==> config.mk <==
export PLATFORM = sky130hd
export DESIGN_NAME = fsl_fault_latch
export DESIGN_NICKNAME = d
export VERILOG_FILES = /design/src/fsl_sync.v /design/src/fsl_fault_latch.v
export VERILOG_INCLUDE_DIRS = /design/src /design/src/shared
export SDC_FILE = /design/constraint.sdc
export NUM_CORES = 1
export LEC_CHECK = 0
export BUFFER_PORTS_ARGS = -buffer_cell sky130_fd_sc_hd__buf_2
export CAP_MARGIN = 20
export CORE_MARGIN = 2
export CORE_UTILIZATION = 45
export CTS_BUF_LIST = sky130_fd_sc_hd__clkbuf_8
export DETAILED_ROUTE_END_ITERATION = 8
export GPL_TIMING_DRIVEN = 0
export HOLD_SLACK_MARGIN = 0.15
export PLACE_DENSITY = 0.65
export SLEW_MARGIN = 40
export SYNTH_ARGS = -nofsm -noshare
export SYNTH_HDL_FRONTEND = slang
export SYNTH_SLANG_ARGS = --single-unit
==> constraint.sdc <==
create_clock -name aclk -period 1.65 [get_ports aclk]
set_clock_uncertainty 0.15 [all_clocks]
set_input_delay 0.165 -clock aclk [delete_from_list [all_inputs] [get_ports aclk]]
set_output_delay 0.165 -clock aclk [all_outputs]
set_load 0.02 [all_outputs]
==> src/shared/fsl_map.vh <==
// Fault status latch constants: register offsets, field positions, reset values, timing.
// Assumes inclusion by bare name from design files; definitions only.
`ifndef FSL_MAP_VH
`define FSL_MAP_VH

// Register byte offsets
`define FSL_CTRL_OFF        8'h00
`define FSL_STAT_OFF        8'h04
`define FSL_TRIM_OFF        8'h08
`define FSL_OSC_OFF         8'h0C

// Control fields
`define FSL_CTRL_ST_BIT     0
`define FSL_CTRL_LV_BIT     1
`define FSL_CTRL_RST        32'h00000000

// Status fields
`define FSL_STAT_LATCH_BIT  0
`define FSL_STAT_OUT_BIT    1
`define FSL_STAT_LV_BIT     2
`define FSL_STAT_CLK_BIT    3
`define FSL_STAT_PAR_BIT    4
`define FSL_STAT_STIM_BIT   5
`define FSL_STAT_VALID_BIT  6

// Trim word reset value (even parity)
`define FSL_TRIM_RST        32'h00000000

// Clock monitor: window of system clock and failure threshold range
`define FSL_CLK_HZ          200000000
`define FSL_FMIN_LO_KHZ     50
`define FSL_FMIN_HI_KHZ     260
`define FSL_WIN_US          100
`define FSL_WIN_CYC         (`FSL_WIN_US * (`FSL_CLK_HZ / 1000000))
`define FSL_FMIN_KHZ        155
`define FSL_MIN_EDGES       ((`FSL_FMIN_KHZ * `FSL_WIN_US) / 1000)

// Low-voltage trip levels in millivolts
`define FSL_LVD_MIN_MV      2700
`define FSL_LVD_TYP_MV      3250
`define FSL_LVD_MAX_MV      4000

`endif

==> src/fsl_sync.v <==
// Two-flop synchroniser for one level from outside the aclk domain.
// Assumes aclk and synchronous active-low aresetn.
`timescale 1ns/10ps
module fsl_sync (
    aclk,
    aresetn,
    async_in,
    sync_out
);
    input  wire aclk;
    input  wire aresetn;
    input  wire async_in;
    output wire sync_out;

    reg meta_r;
    reg sync_r;

    // First stage feeds only the second
    always @(posedge aclk) begin
        if (!aresetn) begin
            meta_r <= 1'b0;
            sync_r <= 1'b0;
        end else begin
            meta_r <= async_in;
            sync_r <= meta_r;
        end
    end

    assign sync_out = sync_r;
endmodule

==> src/fsl_fault_latch.v <==
// Fault detection and status latch with AXI4-Lite register access.
// Assumes one 200 MHz clock aclk, synchronous active-low aresetn, pins from outside aclk.
//
// What this block does
// RL1: The status output is the fault latch ORed with the current self-test level.
// RL2: A low-voltage detector trip sets the fault latch.
// RL3: An oscillator below the clock-monitor minimum frequency sets the fault latch.
// RL4: Odd parity over the stored trim bits sets the fault latch.
// RL5: A self-test rising edge clears the latch only when no fault condition is active.
// RL6: While self-test is high the calibrated stimulus is applied to the sensing element.
// RL7: The status output is invalid after power-up until one self-test rising edge has occurred.
// RL8: The clock monitor declares failure at a threshold between 50 kHz and 260 kHz.
// RL9: The low-voltage detector trips between 2.7 V and 4.0 V, 3.25 V typical.
// RL10: An undriven self-test input reads low, so self-test never starts by accident.
// RL11: Set beats clear in the same cycle, and self-test is synchronised before edge detection.
`timescale 1ns/10ps
`include "fsl_map.vh"
module fsl_fault_latch #(
    parameter WIN_CYC   = `FSL_WIN_CYC,
    parameter MIN_EDGES = `FSL_MIN_EDGES,
    parameter TRIM_W    = 32
) (
    aclk,
    aresetn,
    self_test_input,
    self_test_input_en,
    lvd_trip_in,
    osc_in,
    status_out,
    stimulus_en,
    status_valid,
    s_axi_awaddr,
    s_axi_awvalid,
    s_axi_awready,
    s_axi_wdata,
    s_axi_wstrb,
    s_axi_wvalid,
    s_axi_wready,
    s_axi_bresp,
    s_axi_bvalid,
    s_axi_bready,
    s_axi_araddr,
    s_axi_arvalid,
    s_axi_arready,
    s_axi_rdata,
    s_axi_rresp,
    s_axi_rvalid,
    s_axi_rready
);
    input  wire        aclk;
    input  wire        aresetn;
    input  wire        self_test_input;
    input  wire        self_test_input_en;
    input  wire        lvd_trip_in;
    input  wire        osc_in;
    output wire        status_out;
    output wire        stimulus_en;
    output wire        status_valid;
    input  wire [7:0]  s_axi_awaddr;
    input  wire        s_axi_awvalid;
    output wire        s_axi_awready;
    input  wire [31:0] s_axi_wdata;
    input  wire [3:0]  s_axi_wstrb;
    input  wire        s_axi_wvalid;
    output wire        s_axi_wready;
    output wire [1:0]  s_axi_bresp;
    output wire        s_axi_bvalid;
    input  wire        s_axi_bready;
    input  wire [7:0]  s_axi_araddr;
    input  wire        s_axi_arvalid;
    output wire        s_axi_arready;
    output reg  [31:0] s_axi_rdata;
    output wire [1:0]  s_axi_rresp;
    output wire        s_axi_rvalid;
    input  wire        s_axi_rready;

    reg  [31:0] ctrl_r;
    reg  [31:0] trim_r;
    reg  [15:0] osc_cnt_r;
    reg  [15:0] osc_last_r;
    reg  [19:0] win_r;
    reg         clk_fail_r;
    reg         st_d_r;
    reg         latch_r;
    reg         valid_r;
    reg         lv_filt_r;
    reg         osc_d_r;
    reg         aw_got_r;
    reg         w_got_r;
    reg  [7:0]  aw_addr_r;
    reg  [31:0] w_data_r;
    reg  [3:0]  w_strb_r;
    reg         bvalid_r;
    reg  [1:0]  bresp_r;
    reg         rvalid_r;
    reg  [1:0]  rresp_r;
    reg         dec_ok;
    reg  [31:0] rd_val;
    wire        st_pin;
    wire        st_sync;
    wire        lv_sync;
    wire        osc_sync;
    wire        st_rise;
    wire        par_odd;
    wire        fault_any;
    wire        st_level;
    wire        wr_fire;
    wire        rd_fire;
    wire [31:0] w_mask;

    // Byte offsets as sized constants, so decode compares word indices bit for bit
    localparam [7:0] CTRL_OFF = `FSL_CTRL_OFF;
    localparam [7:0] STAT_OFF = `FSL_STAT_OFF;
    localparam [7:0] TRIM_OFF = `FSL_TRIM_OFF;
    localparam [7:0] OSC_OFF  = `FSL_OSC_OFF;

    // Undriven pin pulls low; enable low means nobody drives it
    assign st_pin = self_test_input_en & self_test_input; // [RL10]

    // Pins are synchronised before any logic reads them, except the enable gate on the self-test pin
    fsl_sync u_st_sync (
        .aclk     (aclk),
        .aresetn  (aresetn),
        .async_in (st_pin),
        .sync_out (st_sync)
    ); // [RL11]
    fsl_sync u_lv_sync (
        .aclk     (aclk),
        .aresetn  (aresetn),
        .async_in (lvd_trip_in),
        .sync_out (lv_sync)
    );
    fsl_sync u_osc_sync (
        .aclk     (aclk),
        .aresetn  (aresetn),
        .async_in (osc_in),
        .sync_out (osc_sync)
    );

    // Software can also hold self-test or force a low-voltage trip for testing
    assign st_level = st_sync | ctrl_r[`FSL_CTRL_ST_BIT];
    assign st_rise  = st_level & ~st_d_r; // [RL11]

    // Comparator output already reflects the 2.7-4.0 V trip band
    always @(posedge aclk) begin
        if (!aresetn) begin
            lv_filt_r <= 1'b0;
        end else begin
            lv_filt_r <= lv_sync | ctrl_r[`FSL_CTRL_LV_BIT]; // [RL9]
        end
    end

    // Clock monitor: count oscillator rising edges over a fixed window
    always @(posedge aclk) begin
        if (!aresetn) begin
            osc_d_r    <= 1'b0;
            osc_cnt_r  <= 16'h0000;
            osc_last_r <= 16'h0000;
            win_r      <= 20'h00000;
            clk_fail_r <= 1'b0;
        end else begin
            osc_d_r <= osc_sync;
            if (win_r == WIN_CYC[19:0] - 20'h00001) begin
                win_r      <= 20'h00000;
                osc_last_r <= osc_cnt_r;
                osc_cnt_r  <= 16'h0000;
                // Threshold sits inside the 50..260 kHz band
                clk_fail_r <= (osc_cnt_r < MIN_EDGES[15:0]); // [RL3] [RL8]
            end else begin
                win_r <= win_r + 20'h00001;
                if (osc_sync & ~osc_d_r & (osc_cnt_r != 16'hFFFF)) begin
                    osc_cnt_r <= osc_cnt_r + 16'h0001;
                end
            end
        end
    end

    // Parity over the trim store
    assign par_odd   = ^trim_r[TRIM_W-1:0]; // [RL4]
    assign fault_any = lv_filt_r | clk_fail_r | par_odd;

    // Fault latch: set wins over clear; clear needs no active fault
    always @(posedge aclk) begin
        if (!aresetn) begin
            latch_r <= 1'b0;
            st_d_r  <= 1'b0;
            valid_r <= 1'b0;
        end else begin
            st_d_r <= st_level;
            if (fault_any) begin
                latch_r <= 1'b1; // [RL2] [RL3] [RL4] [RL11]
            end else if (st_rise) begin
                latch_r <= 1'b0; // [RL5]
            end
            if (st_rise) begin
                valid_r <= 1'b1; // [RL7]
            end
        end
    end

    assign status_out   = latch_r | st_level; // [RL1]
    assign stimulus_en  = st_level; // [RL6]
    assign status_valid = valid_r; // [RL7]

    // AXI write: address and data taken in either order, response after both
    assign s_axi_awready = ~aw_got_r & ~bvalid_r;
    assign s_axi_wready  = ~w_got_r & ~bvalid_r;
    assign wr_fire       = aw_got_r & w_got_r & ~bvalid_r;
    assign s_axi_bvalid  = bvalid_r;
    assign s_axi_bresp   = bresp_r;

    // Byte-lane mask from strobes
    genvar g;
    generate
        for (g = 0; g < 4; g = g + 1) begin : g_mask
            assign w_mask[8*g+7:8*g] = {8{w_strb_r[g]}};
        end
    endgenerate

    always @(posedge aclk) begin
        if (!aresetn) begin
            aw_got_r  <= 1'b0;
            w_got_r   <= 1'b0;
            aw_addr_r <= 8'h00;
            w_data_r  <= 32'h00000000;
            w_strb_r  <= 4'h0;
            bvalid_r  <= 1'b0;
            bresp_r   <= 2'h0;
            ctrl_r    <= `FSL_CTRL_RST;
            trim_r    <= `FSL_TRIM_RST;
        end else begin
            if (s_axi_awvalid & s_axi_awready) begin
                aw_got_r  <= 1'b1;
                aw_addr_r <= s_axi_awaddr;
            end
            if (s_axi_wvalid & s_axi_wready) begin
                w_got_r  <= 1'b1;
                w_data_r <= s_axi_wdata;
                w_strb_r <= s_axi_wstrb;
            end
            if (wr_fire) begin
                aw_got_r <= 1'b0;
                w_got_r  <= 1'b0;
                bvalid_r <= 1'b1;
                bresp_r  <= 2'h0;
                case (aw_addr_r[7:2])
                    CTRL_OFF[7:2]: ctrl_r <= (ctrl_r & ~w_mask) | (w_data_r & w_mask & 32'h00000003);
                    TRIM_OFF[7:2]: trim_r <= (trim_r & ~w_mask) | (w_data_r & w_mask);
                    STAT_OFF[7:2]: bresp_r <= 2'h0;
                    OSC_OFF[7:2]:  bresp_r <= 2'h0;
                    default:       bresp_r <= 2'h2;
                endcase
            end else if (bvalid_r & s_axi_bready) begin
                bvalid_r <= 1'b0;
            end
        end
    end

    // Read decode
    always @* begin
        rd_val = 32'h00000000;
        dec_ok = 1'b1;
        case (s_axi_araddr[7:2])
            CTRL_OFF[7:2]: rd_val = ctrl_r;
            STAT_OFF[7:2]: begin
                rd_val[`FSL_STAT_LATCH_BIT] = latch_r;
                rd_val[`FSL_STAT_OUT_BIT]   = status_out;
                rd_val[`FSL_STAT_LV_BIT]    = lv_filt_r;
                rd_val[`FSL_STAT_CLK_BIT]   = clk_fail_r;
                rd_val[`FSL_STAT_PAR_BIT]   = par_odd;
                rd_val[`FSL_STAT_STIM_BIT]  = st_level;
                rd_val[`FSL_STAT_VALID_BIT] = valid_r;
            end
            TRIM_OFF[7:2]: rd_val = trim_r;
            OSC_OFF[7:2]:  rd_val = {16'h0000, osc_last_r};
            default:       dec_ok = 1'b0;
        endcase
    end

    // AXI read: one cycle from address to data
    assign s_axi_arready = ~rvalid_r;
    assign rd_fire       = s_axi_arvalid & ~rvalid_r;
    assign s_axi_rvalid  = rvalid_r;
    assign s_axi_rresp   = rresp_r;

    always @(posedge aclk) begin
        if (!aresetn) begin
            rvalid_r    <= 1'b0;
            rresp_r     <= 2'h0;
            s_axi_rdata <= 32'h00000000;
        end else if (rd_fire) begin
            rvalid_r    <= 1'b1;
            rresp_r     <= dec_ok ? 2'h0 : 2'h2;
            s_axi_rdata <= rd_val;
        end else if (rvalid_r & s_axi_rready) begin
            rvalid_r <= 1'b0;
        end
    end
endmodule

Word-level counts from Yosys, hierarchy flattened
Cells that the tools add are included.
{ "op_classes": {"reduce_logical": 12, "n_eq_ne": 8, "add_sub_neg": 2, "n_lt_le_gt_ge": 1, "n_bitwise": 31, "mux": 11} }
{ "ops": {"columns": ["cell", "count"], "rows": [
  ["$and 32x32->32", 3],
  ["$pmux 25 s3", 1],
  ["$not 32->32", 1],
  ["$or 32x2->32", 1],
  ["$or 32x32->32", 1],
  ["$reduce_xor 32->1", 1],
  ["$pmux 7 s4", 1],
  ["$eq 6x2->1 const B", 4],
  ["$add 20x1->20 const B", 1],
  ["$eq 20x15->1 const B", 1],
  ["$add 16x1->16 const B", 1],
  ["$lt 16x4->1 const B", 1],
  ["$ne 16x16->1 const B", 1],
  ["$and 1x1->1", 13],
  ["$eq 6x1->1 const B", 2],
  ["$logic_not 6->1", 2],
  ["$reduce_or 4->1", 2],
  ["$mux 1", 7],
  ["$not 1->1", 7],
  ["$reduce_bool 2->1", 3],
  ["$or 1x1->1", 5],
  ["$mux 2", 2],
  ["$reduce_and 2->1", 2],
  ["$reduce_or 2->1", 2]
]} }
{ "word_totals": {"wordCells": 92, "input_bits": 63, "regBits": 212, "out_inout_bits": 44} }

Logic depth before layout (Yosys ltp)
Gate-level depths: netlist of run 1.
{ "logic_depth": {"word_depth": 4, "ltp_mapped": 8, "mapped_depth_nobuf": 7} }

Modules after synthesis
Synthesis of run 1 repeated with hierarchy kept, for this count alone.
{ "unflattened": {"cells_unflattened": 895, "hier_area_um2": 8274.2} }
{ "by_module_without_submodules": {"columns": ["module", "seq_area_each_um2", "area_per_inst_um2", "cells_per_inst", "n_inst"], "rows": [
  ["fsl_fault_latch", 4043.9, 8116.5, 883, 1],
  ["fsl_sync", 40.0, 52.6, 4, 3]
]} }

Worst setup path before layout of run 1
Ideal clock, no wire load.
{ "synth_timing": {"path_kind": "reg2reg", "start": "register bvalid_r (netlist: s_axi_bvalid)", "end": "register w_data_r[10]", "setup_slack_ps": -234, "period_less_slack_ps": 1884, "n_path_buf": 2, "required_time_ps": 1430, "setup_time_ps": 70, "t_arrival_ps": 1663, "path_stages_with_launch": 7, "path_cell_list": "dfxtp_1 nor2_1 and2_1 clkbuf_1 clkbuf_1 nand2_1 a21oi_1"} }
{ "synth_via": {"elab_chain_cells": 3} }
{ "synth_rtl": {"columns": ["item", "line_no", "rtl"], "rows": [
  ["from (decl)", "fsl_fault_latch.v:93", "reg bvalid_r;"],
  ["from (signal assigned)", "fsl_fault_latch.v:227", "bvalid_r <= 1'b0;"],
  ["from (signal assigned)", "fsl_fault_latch.v:244", "bvalid_r <= 1'b1;"],
  ["from (signal assigned)", "fsl_fault_latch.v:254", "bvalid_r <= 1'b0;"],
  ["$not 1->1", "fsl_fault_latch.v:207", "assign s_axi_wready = ~w_got_r & ~bvalid_r;"],
  ["$and 1x1->1", "fsl_fault_latch.v:207", null],
  ["via s_axi_wready", "fsl_fault_latch.v:65", "output wire s_axi_wready;"],
  ["$and 1x1->1", "fsl_fault_latch.v:236", "if (s_axi_wvalid & s_axi_wready) begin"],
  ["to (signal assigned)", "fsl_fault_latch.v:238", "w_data_r <= s_axi_wdata;"],
  ["to (decl)", "fsl_fault_latch.v:91", "reg [31:0] w_data_r;"]
]} }
The timed path passes the listed nets, and every way through them passes these cells.
A chain may end at the register's enable or synchronous reset.

Worst setup path in the final report of run 1
{ "layout_timing": {"start": "register win_r[17]", "end": "register osc_last_r[6]"} }
{ "layout_via": {"elab_chain_cells": 1} }
{ "layout_rtl": {"columns": ["item", "line_no", "rtl"], "rows": [
  ["from (decl)", "fsl_fault_latch.v:81", "reg [19:0] win_r;"],
  ["from (signal assigned)", "fsl_fault_latch.v:170", "win_r <= win_r + 20'h00001;"],
  ["$eq 20x15->1", "fsl_fault_latch.v:163", "if (win_r == WIN_CYC[19:0] - 20'h00001) begin"],
  ["to (signal assigned)", "fsl_fault_latch.v:165", "osc_last_r <= osc_cnt_r;"],
  ["to (decl)", "fsl_fault_latch.v:80", "reg [15:0] osc_last_r;"]
]} }
No other way between the ends.

==> flow_summary.yaml, run 1 <==
outcome:
  result_of_the_run: "finished, violations left"
  failed_checks: "negative setup slack"
setup_path:
  critical_path.reg2reg.endpoint: "osc_last_r[6]"
  max_stage_delay_ns: 0.37
  crit_required_ns: 1.89
  timing_worst_setup_path_type: "flop to flop"
  reg2reg_from: "win_r[17]"
  setup.reg_to_reg.worst_slack_ns: -0.26
  arrival_ns: 2.15
  worstSetupStartpointType: "flop"
  worstSetupEndpointType: "flop"
  path_max_fanout: 6
  crit_path_top_delay_cell: "dfxtp_4"
  path_cells: "nor4_4, nand4_1, nor4_2, nand4b_1, buf_6, buf_12, mux2i_1, nor2_1"
  worst_r2r_path_depth: 8
clock_network:
  clk_pin_slew_ns: 0.06
  tritoncts.num_buffers: 36
  tritoncts_clock_tree: "built"
  clk_path_buf_depth: 3
  tritoncts_num_sinks: 208
  root_buffer: "clkbuf_8"
  h-tree-depth: 2
  clock_insertion_delay_worst_skew_ns: 0.53
pwr:
  power_leakage_nw: 4.62
  worst_ir_drop_vdd_v: 0.000544
  power_per_standard_cell_area_nw_per_um2: 882
floorplanning:
  ioPinCount: 107
  floorplan.initialDensity: 0.457
  design.core.area_sq_um: 18000
  design.die.area_sq_um: 19400
  placementRows: 49
  chipWidth_um: 139
  die_height_um: 139
drt:
  drcViolationCount: 0
  avgRoutedWirePerCell_um: 16.9
  ant_nets: 0
  vias_after_detailed_routing: 7222
  drt-initial-drc-count: 384
  drt_wl_total_um: 23400
  drt_pass1_iterations: 5
  route.detailed.vias_per_inst: 5.21
global_routing:
  track_usage: 0.229
  antenna_found_initial: 0
  use_met3: 0.0407
  gr_peak_layer: "met2"
  grt_start_max_net_pins: 11
  global_route.usage.met1: 0.314
  grt-ovfl-total: 0
  met2_usage: 0.370
  global_route_wire_length_before_repair_um: 35900
  first_global_vias: 6969
synthesis:
  synth_area_sq_um: 8220
  synthesis.instances: 899
  synthesis.yosys.warnings: 0
  synth-seq-area-share: 0.507
  ys_ff_latch: 208
  synth_area_leader_cell: "dfxtp_1"
  synth_edf_count: 0
  synth.top_cells.by_area: "dfxtp_1, nand2_1, nor2_1"
  syn_area_per_cell_sq_um: 9.14
  synthDominantCellAreaShare: 0.507
  asyncSetResetFlopFracSynth: 0
  netlist-cell-type-count: 49
  dominantRegCellSynth: "dfxtp_1"
timing:
  final.min_clock_period_ns: 1.91
  setup_repair_after_global_routing_missed_its_margin: "yes"
  endpoints_failing_hold: 0
  setup-tns-final_ns: -22.26
  timing_max_transition_violations_final: 0
  timing.fmax_ghz: 0.524
  finalSetupViolations: 119
  relSlewSlack: 0.453
  tightest_slew_ns: 0.820
  fin_crit_sh: 1.16
  layout_setup_ws_ns: -0.257
job:
  cap_violations: 0
min_path:
  holdPathStages: 5
  min-delay-start: "s_axi_araddr[4]"
  worstHoldEndpoint: "s_axi_rresp[1]"
  holdCritPathClass: "input pin to flop"
placed_design:
  dp_hpwl_um: 14300
  gp_congestion: 0.803
  io_buffers: 98
cells_and_area:
  filler_instances: 1391
  layout.cells.most_common_list: "dfxtp_1, nand2_1, buf_2, nor2_1, dlygate4sd3_1"
  multi_input_area_sq_um: 4720
  layout_commonest_cell: "dfxtp_1"
  num_antenna_cells: 0
  area_delta_synth_final_pct: 44.5
  drive_gt1_frac: 0.390
  final_nets: 1199
  seq_area_sq_um: 4230
  layout.core_utilization: 0.661
-- synthesized netlist by cell type, drive strengths merged (3+ instances only) --
master  count
dfxtp     208
nand2     134
nor2      105
a21oi      75
nand3      49
and2       44
xnor2      42
clkbuf     34
a22oi      32
mux2       26
mux2i      24
xor2       21
buf        16
o21ai      16
and3       13
nand4       9
inv         8
mux4        6
nor3        6
nor4        5
and4        3
nand2b      3
-- power by group --
group	internal (mW)	switching [mW]	total, mW
Sequential	5.12	0.0894	5.21
Clock	2.35	2.06	4.41
Combinational	0.369	0.485	0.855
-- stage by stage --
step	total power [mW]	instances	hold slack, ns	worst slack [ns]	instance area [sq um]
final	10.5	1385	0.108	-0.257	11900
after global routing	10.9	1385	0.145	-0.382	11900
after CTS	10.4	1373	-0.0167	-0.287	11200
after detailed placement	5.89	1227	0.209	-0.426	9140
after global placement	5.89	1227	0.207	-0.408	9140
after floorplan	5.66	900	0.114	-0.0899	8360
-- layer usage --
| metal | up-vias | routed length (um) |
|---|---|---|
| met3 | 41 | 1200 |
| met2 | 197 | 11100 |
| li1 | 3525 | - |
| met5 | - | 0 |
| met1 | 3459 | 10600 |
| met4 | 0 | 495 |
-- worst max path at each step --
stage | endpoint | slack [ns] | start | cells after the start
2_1_floorplan | osc_last_r[10] | -0.09 | win_r[17] | 8
3_3_place_gp | flop | -0.41 | aw_addr_r[7] | 6
3_5_place_dp | flop | -0.43 | aw_addr_r[7] | 6
4_1_cts | osc_last_r[10] | -0.29 | win_r[15] | 8
5_1_grt | osc_last_r[8] | -0.38 | win_r[17] | 8
6_report | osc_last_r[6] | -0.26 | win_r[17] | 8
-- critical path: cells and delay by family (launching register included) --
kind | cells | cell delay (ns)
flip-flops | 1 | 0.37
buffers and inverters | 2 | 0.33
AND/OR/NAND/NOR | 5 | 0.77
multiplexers | 1 | 0.15
-- layout make-up --
cell class | instances | share of cell area
Clock inverter | 17 | 0.00632
Tap cell | 229 | 0.0241
Timing Repair Buffer | 197 | 0.136
Buffer | 49 | 0.0265
Multi-Input combinational cell | 634 | 0.398
Clock buffer | 43 | 0.0499
Inverter | 8 | 0.00253
Sequential cell | 208 | 0.356
-- cells by family (layout without fill, tap and decap cells) --
logic type | Yosys count | after routing | share of synthesized area
compound gates | 130 | 130 | 0.0932
buf+inv | 58 | 314 | 0.0318
other cells | 1 | 2 | 0.000456
flops | 208 | 208 | 0.507
simple gates | 381 | 381 | 0.216
fa+ha+maj | 2 | 2 | 0.00305
xor+xnor | 63 | 63 | 0.0672
mux | 56 | 56 | 0.0813
-- repair_timing --
action | in CTS | in global routing
cloned | 8 | 0
hold buffers | 55 | 1
gates resized for setup | 122 | 163
pin swaps | 68 | 67
endpoints found under the setup margin | 161 | 170
hold endpoints to repair | 102 | 2
setup buffers | 24 | 13
Power figures use the tool's default switching activity.
==> inputs of run 2 (changes only) <==
- ABC_AREA: default -> 1
==> flow_summary.yaml, run 2 <==
synthesis:
  synthesis.instances: 1215
  syn_area_per_cell_sq_um: 7.25
  post_synth_most_frequent_cells: "nand2_1, dfxtp_1, nor2_1, inv_1, o21ai_0"
  dominantRegCellSynth: "dfxtp_1"
  synth.top_cells.by_area: "dfxtp_1, nand2_1, nor2_1"
  yosys.cell_count.top_type: "nand2_1"
  ys_ff_latch: 208
  synthDominantCellAreaShare: 0.473
  synth-seq-area-share: 0.473
  synthesis.yosys.warnings: 0
  synth_area_sq_um: 8810
  synth_area_leader_cell: "dfxtp_1"
  netlist-cell-type-count: 44
  asyncSetResetFlopFracSynth: 0
  synth_edf_count: 0
min_path:
  holdCritPathClass: "input pin to flop"
  holdPathStages: 4
  worstHoldEndpoint: "s_axi_rdata[5]"
  min-delay-start: "aresetn"
drt:
  avgRoutedWirePerCell_um: 15.1
  route.detailed.vias_per_inst: 5.08
  vias_after_detailed_routing: 9112
  drcViolationCount: 0
  drt_pass1_iterations: 5
  drt-initial-drc-count: 576
  drt_wl_total_um: 27200
  ant_nets: 0
clock_network:
  clk_path_buf_depth: 3
  h-tree-depth: 2
  tritoncts_clock_tree: "built"
  clk_pin_slew_ns: 0.06
  tritoncts.num_buffers: 37
  tritoncts_num_sinks: 208
  clock_insertion_delay_worst_skew_ns: 0.52
  root_buffer: "clkbuf_8"
global_routing:
  gr_peak_layer: "met2"
  grt_start_max_net_pins: 11
  first_global_vias: 8576
  grt-ovfl-total: 0
  antenna_found_initial: 2
  global_route.usage.met1: 0.324
  global_route_wire_length_before_repair_um: 41900
  track_usage: 0.256
  use_met3: 0.0410
  met2_usage: 0.447
timing:
  timing_max_transition_violations_final: 0
  relSlewSlack: 0.415
  final.min_clock_period_ns: 1.98
  tightest_slew_ns: 0.877
  finalSetupViolations: 119
  layout_setup_ws_ns: -0.325
  fin_crit_sh: 1.20
  timing.fmax_ghz: 0.506
  setup_repair_after_global_routing_missed_its_margin: "yes"
  endpoints_failing_hold: 0
cells_and_area:
  final_nets: 1566
  area_delta_synth_final_pct: 44.2
  layout.core_utilization: 0.657
  layout.cells.most_common_list: "nand2_1, dfxtp_1, nor2_1, inv_1, buf_2"
  drive_gt1_frac: 0.351
  layout_commonest_cell: "nand2_1"
setup_path:
  worstSetupStartpointType: "flop"
  arrival_ns: 2.24
  worstSetupEndpointType: "flop"
  critical_path.reg2reg.endpoint: "win_r[0]"
  crit_required_ns: 1.91
  reg2reg_from: "win_r[0]"
  worst_r2r_path_depth: 13
  timing_worst_setup_path_type: "flop to flop"
  path_max_fanout: 5
  setup.reg_to_reg.worst_slack_ns: -0.33
placed_design:
  io_buffers: 100
  gp_congestion: 0.903
  dp_hpwl_um: 17100
floorplanning:
  chipWidth_um: 144
  ioPinCount: 107
  floorplan.initialDensity: 0.456
  placementRows: 51
  design.die.area_sq_um: 20700
  design.core.area_sq_um: 19300
  die_height_um: 144
pwr:
  power_per_standard_cell_area_nw_per_um2: 838
  total_power_consumption_mw: 10.6
  power_leakage_nw: 5.21
  worst_ir_drop_vdd_v: 0.000739
outcome:
  failed_checks: "negative setup slack"
  result_of_the_run: "finished, violations left"
job:
  cap_violations: 0
==> run 2: changes by cell type after synthesis, moves of 20 or more <==
cell / delta
nand2_1: +181
a21oi_1: +20
mux2i_1: -24
nor3_1: +38
o21ai_0: +83
mux2_2: -26
xnor2_1: -37
a22oi_1: -32
inv_1: +114
o22ai_1: +20
nand3_1: -31
nor2_1: +36
and2_1: -44
==> run 2: per-stage QoR <==
| step | setup slack, ns | setup TNS, ns | instance area, sq um | instances | hold slack (ns) |
|---|---|---|---|---|---|
| after floorplan | -0.0722 | -2.09 | 8910 | 1216 | 0.113 |
| after global placement | -0.502 | -32.98 | 9740 | 1581 | 0.200 |
| after CTS | -0.300 | -28.31 | 12000 | 1750 | 0.169 |
| final | -0.325 | -28.09 | 12700 | 1794 | 0.178 |
| after detailed placement | -0.457 | -35.35 | 9740 | 1581 | 0.204 |
| after global routing | -0.372 | -34.80 | 12700 | 1794 | 0.227 |
==> run 2: final cells by class <==
cell class / instances / area (sq um)
clock inverters: 24 / 97.6
well taps: 265 / 332
flip-flops and latches: 208 / 4220
plain buffers: 48 / 305
inverters: 128 / 490
multi-input cells: 831 / 4730
diodes: 2 / 5.00
repair buffers: 247 / 1970
clock buffers: 41 / 564
fillers: 1604 / 6630
==> run 2: how the worst max path moves through the flow <==
stage	start	end	cells past startpoint
3_5_place_dp	s_axi_araddr[5]	s_axi_rdata[5]	9
5_1_grt	win_r[0]	win_r[0]	13
4_1_cts	win_r[0]	win_r[0]	13
6_report	win_r[0]	win_r[0]	13
3_3_place_gp	s_axi_araddr[5]	s_axi_rdata[5]	9
2_1_floorplan	win_r[15]	osc_last_r[14]	9
==> run 2: routing by layer <==
layer / vias up / share of wire
met5: - / 0
met4: 0 / 0.026
met3: 61 / 0.053
met2: 282 / 0.48
met1: 4265 / 0.44
li1: 4504 / -
==> run 2: logic make-up after synthesis <==
logic type | synth area share
adder cells (fa/ha/maj) | 0.00284
AND/OR/NAND/NOR | 0.274
AO/OA/AOI/OAI | 0.153
flip-flops | 0.473
buffers and inverters | 0.0818
other | 0.000426
XOR/XNOR | 0.0149
==> run 2: critical path, cell delays in order, from the launching register on <==
cell and delay [ns]:
dfxtp_2 0.36, ha_4 0.15, nand2_4 0.05, inv_2 0.06, nand2_2 0.05, nor4_2 0.24
nand2_2 0.16, inv_4 0.11, nor2_4 0.06, inv_2 0.08, buf_8 0.12, buf_12 0.10
buf_8 0.12, nor2_1 0.05
==> run 2: power breakdown <==
part	leakage, nW	total [mW]	internal [mW]	switching, mW
sequential	1.71	5.26	5.16	0.105
clock	0.419	4.37	2.27	2.10
combinational	3.09	1.01	0.425	0.587
total	5.21	10.6	7.85	2.79
==> run 2: timing repair <==
item	in CTS	in global routing
resized for setup	204	157
cloned	8	0
hold endpoints to repair	63	0
pin swaps	41	27
buffers inserted	41	45
setup endpoints to repair	182	196
hold buffers	56	0
==> inputs of run 3 (changes only) <==
- CTS_BUF_LIST: sky130_fd_sc_hd__clkbuf_8 -> sky130_fd_sc_hd__clkbuf_4
- REMOVE_ABC_BUFFERS: default -> 1
- SETUP_SLACK_MARGIN: default -> 0.1
==> flow_summary.yaml, run 3 (synthesis results as in run 2) <==
cells_and_area:
  final_nets: 1539
  seq_area_sq_um: 4230
  layout_commonest_cell: "nand2_1"
  filler_instances: 1663
  drive_gt1_frac: 0.298
  layout.cells.most_common_list: "nand2_1, dfxtp_1, nor2_1, buf_2"
  area_delta_synth_final_pct: 40.0
  multi_input_area_sq_um: 4560
drt:
  drt_pass1_iterations: 5
  ant_nets: 0
  drt-initial-drc-count: 489
  avgRoutedWirePerCell_um: 14.3
  vias_after_detailed_routing: 8974
  drt_wl_total_um: 25300
  route.detailed.vias_per_inst: 5.07
  drcViolationCount: 0
global_routing:
  first_global_vias: 8504
  track_usage: 0.239
  antenna_found_initial: 1
  grt-ovfl-total: 0
  global_route_wire_length_before_repair_um: 39900
  grt_start_max_net_pins: 95
setup_path:
  worst_r2r_path_depth: 6
  reg2reg_from: "aw_addr_r[5]"
  worstSetupStartpointType: "flop"
  setup.reg_to_reg.worst_slack_ns: -0.21
  timing_worst_setup_path_type: "flop to flop"
  crit_required_ns: 2.01
  worstSetupEndpointType: "flop"
  path_max_fanout: 8
  arrival_ns: 2.22
  critical_path.reg2reg.endpoint: "ctrl_r[16]"
floorplanning:
  design.die.area_sq_um: 20700
  ioPinCount: 107
  chipWidth_um: 144
  design.core.area_sq_um: 19300
  die_height_um: 144
  placementRows: 51
  floorplan.initialDensity: 0.456
clock_network:
  post_cts_hold_buffers: 91
  tritoncts_num_sinks: 208
  tritoncts_clock_tree: "built"
  clk_path_buf_depth: 3
  tritoncts.num_buffers: 54
  h-tree-depth: 2
  clk_pin_slew_ns: 0.06
  root_buffer: "clkbuf_4"
  clock_insertion_delay_worst_skew_ns: 0.65
min_path:
  holdCritPathClass: "input pin to flop"
  min-delay-start: "aresetn"
  holdPathStages: 3
timing:
  final.hold.worst_slack_ns: -0.0917
  fin_crit_sh: 1.13
  tightest_slew_ns: 0.750
  setup_repair_after_global_routing_missed_its_margin: "yes"
  relSlewSlack: 0.499
  timing.fmax_ghz: 0.538
  endpoints_failing_hold: 82
  timing_max_transition_violations_final: 0
  final.min_clock_period_ns: 1.86
  layout_setup_ws_ns: -0.210
  finalSetupViolations: 118
pwr:
  total_power_consumption_mw: 10.4
  power_leakage_nw: 4.96
  worst_ir_drop_vdd_v: 0.000620
  power_per_standard_cell_area_nw_per_um2: 846
placed_design:
  post-place-ws_ns: -1.00
  dp_hpwl_um: 13800
  io_buffers: 100
  gp_congestion: 0.834
outcome:
  result_of_the_run: "finished, violations left"
  failed_checks: "negative hold slack, negative setup slack"
job:
  cap_violations: 0
-- run 3: changes by cell type in the layout (fill, tap and decap cells not counted), sizes merged --
cell / previous run / this run
nand2: 320 / 321
dlygate4sd3: 55 / 90
buf: 204 / 149
inv: 150 / 131
clkbuf: 76 / 81
diode: 2 / 1
nand3: 25 / 29
clkinv: 2 / 9
-- run 3: metal layers --
layer  GRT usage  share of wire  vias to the layer above
met5           0              0                        -
met4      0.0795          0.030                        0
met1       0.294           0.44                     4181
met3      0.0440          0.042                       59
li1            -              -                     4519
met2       0.422           0.48                      215
-- run 3: how the worst max path moves through the flow --
stage	endpoint	startpoint	slack (ns)
2_1_floorplan	s_axi_rresp[1]	s_axi_rvalid	-0.81
3_3_place_gp	win_r[12]	aresetn	-2.19
3_5_place_dp	clk_fail_r	win_r[0]	-1.00
4_1_cts	flop	aw_addr_r[7]	-0.19
5_1_grt	win_r[18]	win_r[1]	-0.34
6_report	ctrl_r[16]	aw_addr_r[5]	-0.21
-- run 3: critical path, cell delays in order (launching register included) --
cell	delay (ns)
dfxtp_2	0.32
or4_4	0.58
nor2_4	0.16
nand3_4	0.17
nor2_4	0.18
buf_12	0.14
nor3_1	0.04
-- run 3: layout make-up --
class	instances	area share
Sequential cell	208	0.343
Tap cell	265	0.0269
Timing Repair inverter	5	0.00609
Inverter	128	0.0438
Clock buffer	80	0.0487
Clock inverter	7	0.00213
Multi-Input combinational cell	836	0.369
Timing Repair Buffer	241	0.160
Antenna cell	1	0.000203
-- run 3: power by group --
group / leakage, nW / total, mW / internal, mW / switching, mW
sequential: 1.71 / 5.26 / 5.15 / 0.101
combinational: 2.87 / 1.04 / 0.441 / 0.599
clock: 0.382 / 4.14 / 2.17 / 1.97
-- run 3: metrics by stage --
stage	std cells	util	instance area, sq um	hold slack, ns	TNS (ns)
after detailed placement	1534	0.490	9470	0.205	-86.38
after global routing	1771	0.638	12300	-0.111	-27.46
final	1771	0.638	12300	-0.0917	-17.99
after floorplan	1167	-	8570	0.108	-69.25
after global placement	1532	0.486	9400	0.202	-263.75
after CTS	1741	0.602	11600	-0.0488	-19.66
-- run 3: what timing repair did --
action                     CTS  global route
setup buffers               21            26
pin swaps                   21            23
gates resized for setup    153           136
hold endpoints to repair   128            90
setup endpoints to repair  193           155
cloned                       8             3
